$ cat src/ccs_pkg.sv
package ccs_pkg;
  // Mode codes sampled at reset
  localparam logic [2:0] MODE_X4 = 3'h7;
  localparam logic [2:0] MODE_X3 = 3'h6;
  localparam logic [2:0] MODE_X2 = 3'h5;
  localparam logic [2:0] MODE_X5 = 3'h4;
  localparam logic [2:0] MODE_DIRECT = 3'h3;
  localparam logic [2:0] MODE_X1P5 = 3'h2;
  localparam logic [2:0] MODE_PRESCALE = 3'h1;
  localparam logic [2:0] MODE_X2P5 = 3'h0;
  localparam logic [2:0] MODE_RESET = 3'h7;
  // Factor F in half units (x4 -> 8)
  localparam logic [3:0] HALF_X4 = 4'h8;
  localparam logic [3:0] HALF_X3 = 4'h6;
  localparam logic [3:0] HALF_X2 = 4'h4;
  localparam logic [3:0] HALF_X5 = 4'hA;
  localparam logic [3:0] HALF_X1P5 = 4'h3;
  localparam logic [3:0] HALF_X2P5 = 4'h5;
  localparam logic [3:0] HALF_X1 = 4'h2;
  // Watchdog-disable bit of the system configuration register
  localparam int OWD_DISABLE_BIT = 4;
  localparam int WDOG_OVERFLOW = 16;
  localparam int SRC_SEL_W = 2;
  localparam logic [1:0] SRC_DIRECT = 2'h0;
  localparam logic [1:0] SRC_PRESCALE = 2'h1;
  localparam logic [1:0] SRC_PLL = 2'h2;
  localparam logic [1:0] SRC_FREERUN = 2'h3;
endpackage

$ cat src/ccs_clock_source.sv
module ccs_clock_source #(
  parameter int OVF_COUNT = ccs_pkg::WDOG_OVERFLOW
) (
  // Clock and reset
  input wire logic mclk,
  input wire logic arst_n,
  // Pins and timing ticks, synchronous to mclk
  input wire logic [2:0] clockModeSelectPins,
  input wire logic oscillatorInputPin,
  input wire logic pllFreeRunTick,
  // Software write to system configuration register
  input wire logic sysConfigWrite,
  input wire logic [15:0] sysConfigData,
  // Clock source control
  output logic [1:0] cpuClockSource,
  output logic pllEnable,
  output logic pllFreeRun,
  output logic [3:0] pllFactorHalf,
  output logic pllResyncPulse,
  output logic prescaleClock,
  output logic oscWatchdogDisable,
  output logic oscFailInterruptRequest,
  output logic [2:0] capturedMode
);

  // ==========================================
  // State
  typedef struct packed {
    logic captured;
    logic [2:0] mode;
    logic owdDisable;
    logic [4:0] wdCount;
    logic failed;
    logic irq;
    logic oscLast;
    logic [3:0] edgeCount;
    logic resync;
    logic prescale;
    logic [1:0] source;
    logic pllOn;
    logic freeRun;
    logic [3:0] factor;
  } ccs_state_t;

  ccs_state_t cur;
  ccs_state_t next_cur;

  function automatic logic [3:0] ccsFactor(input logic [2:0] m);
    logic [3:0] f;
    f = ccs_pkg::HALF_X1;
    unique case (m)
      ccs_pkg::MODE_X4: f = ccs_pkg::HALF_X4;
      ccs_pkg::MODE_X3: f = ccs_pkg::HALF_X3;
      ccs_pkg::MODE_X2: f = ccs_pkg::HALF_X2;
      ccs_pkg::MODE_X5: f = ccs_pkg::HALF_X5;
      ccs_pkg::MODE_X1P5: f = ccs_pkg::HALF_X1P5;
      ccs_pkg::MODE_X2P5: f = ccs_pkg::HALF_X2P5;
      ccs_pkg::MODE_DIRECT: f = ccs_pkg::HALF_X1;
      ccs_pkg::MODE_PRESCALE: f = ccs_pkg::HALF_X1;
    endcase
    return f;
  endfunction

  // ==========================================
  // Next state
  always_comb begin
    logic oscEdge;
    logic [3:0] edgeTarget;
    logic direct;
    oscEdge = 1'b0;
    edgeTarget = 4'h1;
    direct = 1'b0;
    next_cur = cur;

    // ==========================================
    // Mode capture
    // capture once
    if (!cur.captured) begin
      next_cur.captured = 1'b1;
      next_cur.mode = clockModeSelectPins;
    end
    next_cur.factor = ccsFactor(next_cur.mode);
    direct = next_cur.mode == ccs_pkg::MODE_DIRECT || next_cur.mode == ccs_pkg::MODE_PRESCALE;

    // ==========================================
    // Input transition detect
    // Any level change counts, so both edges of the input clear the watchdog
    oscEdge = oscillatorInputPin != cur.oscLast;
    next_cur.oscLast = oscillatorInputPin;

    // ==========================================
    // Software disable
    // disable bit
    if (sysConfigWrite && sysConfigData[ccs_pkg::OWD_DISABLE_BIT]) begin
      next_cur.owdDisable = 1'b1;
    end

    // ==========================================
    // Watchdog counter
    // clear on edge
    if (oscEdge) begin
      next_cur.wdCount = '0;
    end else if (!cur.owdDisable && !cur.failed && pllFreeRunTick) begin
      next_cur.wdCount = cur.wdCount + 5'h01;
    end

    // ==========================================
    // Overflow
    // overflow after 16
    if (!cur.owdDisable && !cur.failed && !oscEdge && pllFreeRunTick
        && cur.wdCount == 5'(OVF_COUNT - 1)) begin
      next_cur.failed = 1'b1;
      next_cur.irq = 1'b1;
    end

    // ==========================================
    // Prescaler
    // divide by two
    if (oscEdge && oscillatorInputPin) begin
      next_cur.prescale = ~cur.prescale;
    end

    // ==========================================
    // Resynchronisation
    // resync every F-th transition
    if (!direct) begin
      edgeTarget = next_cur.factor;
    end
    next_cur.resync = 1'b0;
    if (oscEdge && !direct) begin
      if (cur.edgeCount + 4'h1 >= edgeTarget) begin
        next_cur.edgeCount = '0;
        next_cur.resync = 1'b1;
      end else begin
        next_cur.edgeCount = cur.edgeCount + 4'h1;
      end
    end

    // ==========================================
    // Source select
    // latch failed source
    if (next_cur.failed) begin
      next_cur.source = ccs_pkg::SRC_FREERUN;
      next_cur.pllOn = 1'b1;
      next_cur.freeRun = 1'b1;
    end else if (direct) begin
      if (next_cur.mode == ccs_pkg::MODE_PRESCALE) begin
        next_cur.source = ccs_pkg::SRC_PRESCALE;
      end else begin
        next_cur.source = ccs_pkg::SRC_DIRECT;
      end
      // PLL only kept alive to clock the watchdog
      next_cur.pllOn = !next_cur.owdDisable;
      next_cur.freeRun = !next_cur.owdDisable;
    end else begin
      next_cur.source = ccs_pkg::SRC_PLL;
      next_cur.pllOn = 1'b1;
      next_cur.freeRun = 1'b0;
    end
  end

  // ==========================================
  // Registers
  always_ff @(posedge mclk or negedge arst_n) begin
    if (!arst_n) begin
      cur <= '{captured: 1'b0,
               mode: ccs_pkg::MODE_RESET,
               owdDisable: 1'b0,
               wdCount: 5'h00,
               failed: 1'b0,
               irq: 1'b0,
               oscLast: 1'b0,
               edgeCount: 4'h0,
               resync: 1'b0,
               prescale: 1'b0,
               source: ccs_pkg::SRC_DIRECT,
               pllOn: 1'b1,
               freeRun: 1'b1,
               factor: ccs_pkg::HALF_X4};
    end else begin
      cur <= next_cur;
    end
  end

  // ==========================================
  // Outputs
  assign cpuClockSource = cur.source;
  assign pllEnable = cur.pllOn;
  assign pllFreeRun = cur.freeRun;
  assign pllFactorHalf = cur.factor;
  assign pllResyncPulse = cur.resync;
  assign prescaleClock = cur.prescale;
  assign oscWatchdogDisable = cur.owdDisable;
  assign oscFailInterruptRequest = cur.irq;
  assign capturedMode = cur.mode;

endmodule

$ cat config.mk
export PLATFORM = sky130hd
export DESIGN_NAME = ccs_clock_source
export DESIGN_NICKNAME = d
export VERILOG_FILES = /design/src/ccs_pkg.sv /design/src/ccs_clock_source.sv
export SDC_FILE = /design/constraint.sdc
export NUM_CORES = 1
export LEC_CHECK = 0
export BUFFER_PORTS_ARGS = -buffer_cell sky130_fd_sc_hd__buf_2
export CELL_PAD_IN_SITES_DETAIL_PLACEMENT = 1
export CELL_PAD_IN_SITES_GLOBAL_PLACEMENT = 1
export CORE_MARGIN = 10
export CORE_UTILIZATION = 42
export DETAILED_ROUTE_END_ITERATION = 6
export HOLD_SLACK_MARGIN = 0.08
export PLACE_DENSITY_LB_ADDON = 0.1
export SETUP_SLACK_MARGIN = 0.02
export SKIP_LAST_GASP = 1
export SYNTH_ARGS = -nofsm -noshare
export SYNTH_HDL_FRONTEND = slang
export SYNTH_SLANG_ARGS = --single-unit
$ cat constraint.sdc
create_clock -name mclk -period 5.4 [get_ports mclk]
set_clock_uncertainty 0.15 [all_clocks]
set_input_delay 1.08 -clock mclk [delete_from_list [all_inputs] [get_ports mclk]]
set_output_delay 1.08 -clock mclk [all_outputs]
set_load 0.005 [all_outputs]
# --- Word level (Yosys, flattened, before mapping) ---
# Memory sizes are Yosys's and may differ from the RTL's.
# Index checks and enable logic that the tools add are counted.
word_totals:
  reg_bits: 27
  romBits: 32
  inputBits: 24
  output_inout_bits: 15
  elab_cells: 50
  n_memories: 1
mem_list:
  columns: ["memory", "depth", "width", "read_ports", "rd_ports_with_merged_regs", "write_ports", "line_no", "text"]
  rows:
  - ["(name not given)", 8, 4, 1, 0, 0, "ccs_clock_source.sv:51", "unique case (m)"]
op_classes:
  add_sub_neg: 2
  order_cmp: 1
  n_eq_ne: 4
  muxes: 12
  bitwise_logic: 1
  reduce_logical: 15
ops:
  columns: ["op", "n"]
  rows:
  - ["$mux 4", 4]
  - ["$mux 5", 2]
  - ["$logic_and 1x1->1", 8]
  - ["$add 5x1->5 const B", 1]
  - ["$eq 5x4->1 const B", 1]
  - ["$logic_not 1->1", 5]
  - ["$add 4x1->4 const B", 1]
  - ["$ge 4x4->1", 1]
  - ["$mux 1", 4]
  - ["$eq 3x1->1 const B", 1]
  - ["$eq 3x2->1 const B", 1]
  - ["$mux 3", 1]
  - ["$mux 2", 1]
  - ["$reduce_bool 2->1", 1]
  - ["$logic_or 1x1->1", 1]
  - ["$ne 1x1->1", 1]
  - ["$not 1->1", 1]

# --- Logic depth before layout (Yosys ltp) ---
# Gate-level depths: netlist of the first run.
logic_depth:
  ltp_word: 7
  depth_mapped: 10
  depth_no_buf: 9

# --- Worst setup path before layout of the first run ---
# No wires, ideal clock.
synth_timing:
  path_type: "input port to flip-flop"
  from: "input port clockModeSelectPins[0]"
  to: "register cur[12] (netlist bit)"
  setup_time_ps: 101
  arrival_ps: 2932
  t_required_ps: 5149
  slack_ps: 2217
  cell_stages: 7
  path_buffers: 0
  cell_sequence: "mux2i_1 -> ha_1 -> or2_2 -> ha_1 -> a2111oi_4 -> nor2_1 -> o311ai_2"
synth_via:
  elab_chain_cells: 6
  elab_cells_between_ends: 10
  cone_classes: "order compare (1); eq/ne (2); mux (3); reduce/logical (3); memory (1)"
synth_lines:
  columns: ["item", "line_no", "text"]
  rows:
  - ["start, declared", "ccs_clock_source.sv:8", "input wire logic [2:0] clockModeSelectPins,"]
  - ["$mux 3 (*)", "ccs_clock_source.sv:78", "if (!cur.captured) begin"]
  - ["parallel branches: the longest is 5 deep, another holds $mem_v2 8x4", null, null]
  - ["end signal, assigned", "ccs_clock_source.sv:166", "cur <= '{captured: 1'b0,"]
  - ["end signal, assigned", "ccs_clock_source.sv:181", "cur <= next_cur;"]
  - ["end, declared", "ccs_clock_source.sv:45", "ccs_state_t cur;"]
# Every way passes the cells marked *.
# A chain may end at the register's enable or synchronous reset.

# --- Worst setup path after layout of the first run ---
# Ends and elaborated chain as after synthesis.

==> flow_summary.yaml, run 1 <==
run_status:
  status: "finished clean"
route:
  vias: 872
  drtAntennaViolNets: 0
  drc: 0
  via_per_inst: 4.82
  wl_per_cell_um: 14.6
  drt-initial-drc-count: 31
  routed_wl_um: 2630
  drt_pass1_iterations: 4
clock_network:
  cts_resized: 0
  h-tree-depth: 1
  post-cts-setup-buffers: 0
  clockBufferDepth: 2
  cts_sinks: 27
  cts_tree: "yes"
  ctsRootBufferMaster: "clkbuf_4"
  cts_buffers: 3
  clkSlewWorstSetupHoldPaths_ps: 150
  holdBufCountCts: 0
  clock_latency_ps: 320
synth:
  synth_edf_count: 0
  netlist_area_um2: 1400
  synth_nets: 156
  ys_ff_latch: 27
  synthTopCellsByArea: "dfrtp_1, dfstp_2, ha_1"
  synth_ff_type: "dfrtp_1"
  ys.warnings.count: 0
  yosys.area.top_type: "dfrtp_1"
  synthTopCellsByCount: "dfrtp_1, nand2_1, ha_1"
  synthMostInstantiatedCell: "dfrtp_1"
  yosysSeqAreaShare: 0.489
  synth_top_area_frac: 0.376
  synth_cell_type_count: 37
  synth-async-reset-ratio: 1.00
  syn_area_per_cell_um2: 11.5
  netlist_instances: 121
critical_path:
  cp.required_ps: 5490
  path_class: "input pin to register"
  cp_max_fo: 5
  setup.worst_path.start: "clockModeSelectPins[0]"
  max_stage_delay_ps: 520
  cp-endpoint: "cur[12]"
  crit_cells: 8
  rr_startpoint: "cur[26]"
  rrSetupSlack_ps: 2450
  worstSetupEndpointType: "register"
  reg2reg_depth: 7
  start_kind: "input pin"
  critPathArrivalTime_ps: 3300
  cp_num_buf_inv: 1
  cp_common_cell: "ha_1"
  path_cells: "buf_2, mux2i_1, ha_1, or2_2, ha_1, a2111oi_4, nor2_1, o311ai_2"
  slowest_stage: "a2111oi_4"
  crit_family: "compound AO/OA/AOI/OAI gates"
  reg2reg_to: "cur[12]"
power:
  vdd_drop_max_uv: 203
  p_leak_nw: 0.767
  p_int_w: 0.000357
  power.density_nw_per_um2: 368
  pwr-share-clk: 0.155
  power.switching_w: 0.000197
  p_seq_frac: 0.462
  switching_share: 0.355
  combPwrFrac: 0.383
finish:
  final_area_um2: 1500
  stdcell_count: 181
  area_delta_synth_final_pct: 7.62
  nFillCells: 349
  nets: 173
  seqCellArea_um2: 683
  num_antenna_cells: 0
  drive_gt1_frac: 0.314
  multi_input_area_um2: 589
floorplan:
  initial_utilization: 0.446
  core_area_um2: 3130
  fp.dieW_um: 77.7
  dieArea_um2: 6030
  row_count: 20
  die_y_um: 77.7
  io_pins: 39
global_route:
  grtUsageTotal: 0.0905
  grt_pass1_wl_um: 4650
  grt_pass1_vias: 1030
  grt.overflow.total: 0
  gr-usage-met1: 0.0966
  antenna_found_initial: 0
  grt_max_degree: 28
  busiest_layer: "met2"
  grtUsageMet2: 0.170
  grt_util_met3: 0.0253
place:
  pre_cts_ws_ps: 1830
  portBuffers: 23
  gp_congestion: 0.727
  dpl_cell_area_um2: 1480
  dp.cells: 177
  hpwl_um: 2110
timing:
  max_freq_mhz: 312
  max_slew_margin: 0.607
  setup_viol: 0
  finalHoldViolCount: 0
  drv_slew: 0
  fin_crit_sh: 0.594
  period_needed_ps: 3210
  finalSetupTns_ps: 0
  setup_slack_ps: 2190
  rsz0062_at_grt: "no"
  max_slew.worst_pin.slew_ps: 589
worst_hold_path:
  min_path_type: "register to register"
run:
  max_cap_viol_count: 0
-- kinds of logic (layout without fill, tap and decap cells) --
kind of cell | Yosys count | count (layout) | share of synthesized area
and+or+nand+nor | 36 | 36 | 0.149
DFF | 27 | 27 | 0.489
buffers and inverters | 20 | 36 | 0.0887
AOI/OAI and AO/OA | 14 | 14 | 0.0878
adders and majority gates | 11 | 11 | 0.0986
xor gates and xnor gates | 6 | 6 | 0.0376
muxes | 6 | 6 | 0.0466
other | 1 | 1 | 0.00269
-- placed cells by master (no fill, tap or decap), types with 2 or more instances in the layout --
| cell type | count |
|---|---|
| buf_2 | 23 |
| dfrtp_1 | 21 |
| nand2_1 | 14 |
| ha_1 | 11 |
| inv_1 | 9 |
| dfstp_2 | 6 |
| mux2i_1 | 4 |
| nor2_1 | 4 |
| o21ai_0 | 4 |
| xor2_1 | 3 |
| xnor2_1 | 3 |
| and2_1 | 3 |
| clkbuf_4 | 3 |
| nand3_1 | 2 |
| or2_2 | 2 |
| and3_1 | 2 |
| o21ai_1 | 2 |
-- per-layer routing --
layer,wire (µm),up-vias,share of wire
met5,0,-,0
met4,15,0,0.0057
met3,124,2,0.047
met2,1420,12,0.54
met1,1080,431,0.41
li1,-,427,-
-- flip-flops by register name (all words and copies together) (netlist names) --
signal and flops:
oscFailInterruptRequest 1, pllResyncPulse 1, cur 12, cpuClockSource 2
oscWatchdogDisable 1, capturedMode 3, pllFactorHalf 4, pllEnable 1
prescaleClock 1, pllFreeRun 1
-- power by group through the flow --
stage	clock network (W)	registers [W]	logic [W]
2_1_floorplan	0	0.000255	0.000175
3_3_place_gp	0	0.000258	0.000210
3_5_place_dp	0	0.000259	0.000218
4_1_cts	0.0000907	0.000256	0.000218
5_1_grt	0.0000985	0.000260	0.000239
6_report	0.0000860	0.000256	0.000212
-- metrics by stage --
step           hold WS, ps   util  power (W)
2_1_floorplan          315      -   0.000431
3_3_place_gp           294  0.472   0.000467
3_5_place_dp           326  0.472   0.000477
4_1_cts                349  0.480   0.000564
5_1_grt                370  0.480   0.000598
6_report               344  0.480   0.000553
-- worst min path at each step --
stage	cells past startpoint	start	endpoint	slack, ps
6_report	1	prescaleClock	prescaleClock	340
5_1_grt	1	prescaleClock	prescaleClock	370
4_1_cts	1	prescaleClock	prescaleClock	350
3_5_place_dp	1	prescaleClock	prescaleClock	330
3_3_place_gp	1	oscFailInterruptRequest	oscFailInterruptRequest	290
2_1_floorplan	1	prescaleClock	prescaleClock	310
-- layout make-up --
type	count	share of cell area
sequential	27	0.455
timing repair buffer	23	0.0766
clock buffer	4	0.0175
tap	44	0.0366
inverter	9	0.0225
multi-input combinational	74	0.392
Note: power is estimated with default switching activity, not from simulation.
==> run 2, diff against run 1 <==
--- a/config.mk
+++ b/config.mk
@@ -9,7 +9,7 @@
 export CELL_PAD_IN_SITES_DETAIL_PLACEMENT = 1
 export CELL_PAD_IN_SITES_GLOBAL_PLACEMENT = 1
 export CORE_MARGIN = 10
-export CORE_UTILIZATION = 42
+export CORE_UTILIZATION = 39
 export DETAILED_ROUTE_END_ITERATION = 6
 export HOLD_SLACK_MARGIN = 0.08
 export PLACE_DENSITY_LB_ADDON = 0.1
==> constraint.sdc (replaced) <==
create_clock -name mclk -period 3.3 [get_ports mclk]
set_clock_uncertainty 0.15 [all_clocks]
set_input_delay 0.66 -clock mclk [delete_from_list [all_inputs] [get_ports mclk]]
set_output_delay 0.66 -clock mclk [all_outputs]
set_load 0.005 [all_outputs]
==> run 2 against run 1 <==
Net effect: sequential share of layout area down 0.56 points; sequential power up 63%; routed wire length down 0.42%; clock-buffer cell count down 1; cell area up 1.2%; register-to-register slack worse by 2000 ps; core utilization down 3.2 points; global-route usage down 0.32 points; non-clock buffer count up 2; clock power up 63%; die area up 5.7%; highest routed layer unchanged.
==> flow_summary.yaml, run 2 (synthesis results as in run 1) <==
finish:
  top_register: "cur"
  nFillCells: 378
  mostFrequentLayoutCell: "buf_2"
  drive_gt1_frac: 0.331
  num_antenna_cells: 0
  post-route-util: 0.449
  largest_reg_flops: 12
  nets: 175
  layout_common_cells: "buf_2, dfrtp_1, nand2_1"
  area_delta_synth_final_pct: 8.96
timing:
  fin_crit_sh: 0.849
  finalSetupTns_ps: 0
  max_slew.worst_pin.slew_ps: 597
  max_slew_margin: 0.602
  setup_viol: 0
  drv_slew: 0
  finalHoldViolCount: 0
  rsz0062_at_grt: "no"
  max_freq_mhz: 357
  period_needed_ps: 2800
clock_network:
  cts_resized: 0
  ctsRootBufferMaster: "clkbuf_4"
  holdBufCountCts: 0
  clock_latency_ps: 320
  clkSlewWorstSetupHoldPaths_ps: 150
  cts_sinks: 27
  cts_buffers: 3
  cts_tree: "yes"
  clockBufferDepth: 2
  h-tree-depth: 1
  post-cts-setup-buffers: 0
floorplan:
  fp.dieW_um: 79.8
  row_count: 21
  core_area_um2: 3390
  io_pins: 39
  dieArea_um2: 6370
  initial_utilization: 0.412
  die_y_um: 79.8
route:
  vias: 872
  routed_wl_um: 2620
  drtAntennaViolNets: 0
  drt_pass1_iterations: 2
  via_per_inst: 4.71
  wl_per_cell_um: 14.2
  drc: 0
  drt-initial-drc-count: 13
place:
  hpwl_um: 2100
  portBuffers: 23
  gp_congestion: 0.734
critical_path:
  worstSetupEndpointType: "register"
  path_class: "register to register"
  reg2reg_to: "cur[12]"
  rr_startpoint: "cur[26]"
  reg2reg_depth: 7
  critPathArrivalTime_ps: 2880
  slowest_stage: "a2111oi_4"
  max_stage_delay_ps: 520
  rrSetupSlack_ps: 500
  cp_max_fo: 5
  start_kind: "register"
  cp.required_ps: 3380
  cp_common_cell: "ha_1"
  path_cells: "mux2i_1, ha_1, or2_2, ha_1, a2111oi_4, nor2_1, o311ai_2"
global_route:
  grt_pass1_vias: 967
  grt_pass1_wl_um: 4510
  grt.overflow.total: 0
  grtUsageTotal: 0.0872
  grt_max_degree: 28
  antenna_found_initial: 0
power:
  vdd_drop_max_uv: 403
  power.density_nw_per_um2: 600
  p_leak_nw: 0.779
  power_w: 0.000913
run_status:
  status: "finished clean"
run:
  max_cap_viol_count: 0
worst_hold_path:
  min_path_type: "input pin to async pin"
-- run 2: cell types whose count changed in the layout (fill, tap and decap cells not counted), sizes merged --
cell,before,now
clkinv,0,1
buf,23,25
clkbuf,4,3
-- run 2: power breakdown --
group / internal [W] / leakage, nW / total (W) / switching [W]
clock: 0.0000453 / 0.0177 / 0.000140 / 0.0000947
sequential: 0.000383 / 0.328 / 0.000418 / 0.0000348
combinational: 0.000157 / 0.433 / 0.000354 / 0.000197
-- run 2: metrics by stage --
stage / setup slack (ps) / hold WS (ps) / instances / area, µm²
6_report: 499 / 177 / 185 / 1520
4_1_cts: 444 / 185 / 185 / 1520
5_1_grt: 314 / 195 / 185 / 1520
2_1_floorplan: 537 / 214 / 121 / 1400
3_3_place_gp: 337 / 295 / 181 / 1490
3_5_place_dp: 270 / 305 / 181 / 1490
-- run 2: layout make-up --
| type | instances | area, µm² | area share |
|---|---|---|---|
| inverters | 9 | 33.8 | 0.0222 |
| multi-input cells | 74 | 589 | 0.387 |
| clock inverters | 1 | 5.00 | 0.00329 |
| flip-flops and latches | 27 | 683 | 0.449 |
| well taps | 46 | 57.6 | 0.0378 |
| clock buffers | 3 | 22.5 | 0.0148 |
| repair buffers | 25 | 130 | 0.0855 |
-- run 2: routing by layer --
metal  part of all wire  vias up  wire length (µm)  GRT usage
li1                   -      434                 -          -
met1               0.42      425              1100      0.102
met2               0.52       11              1350      0.146
met3              0.055        2               145     0.0270
met4             0.0088        0                23     0.0317
met5                  0        -                 0          0
-- run 2: worst max-delay path, delay by kind of cell, from the launching register on --
| kind | cells | cell delay, ps |
|---|---|---|
| compound gates | 2 | 740 |
| fa+ha+maj | 2 | 530 |
| flops | 1 | 500 |
| simple gates | 2 | 470 |
| mux | 1 | 320 |
-- run 2: worst max path at each step --
stage,startpoint,endpoint,depth (start not counted)
after detailed placement,clockModeSelectPins[1],cur[12],8
after global placement,clockModeSelectPins[0],cur[12],8
after floorplan,clockModeSelectPins[0],cur[12],7
after CTS,cur[26],cur[12],7
after global routing,cur[26],cur[12],7
final,cur[26],cur[12],7
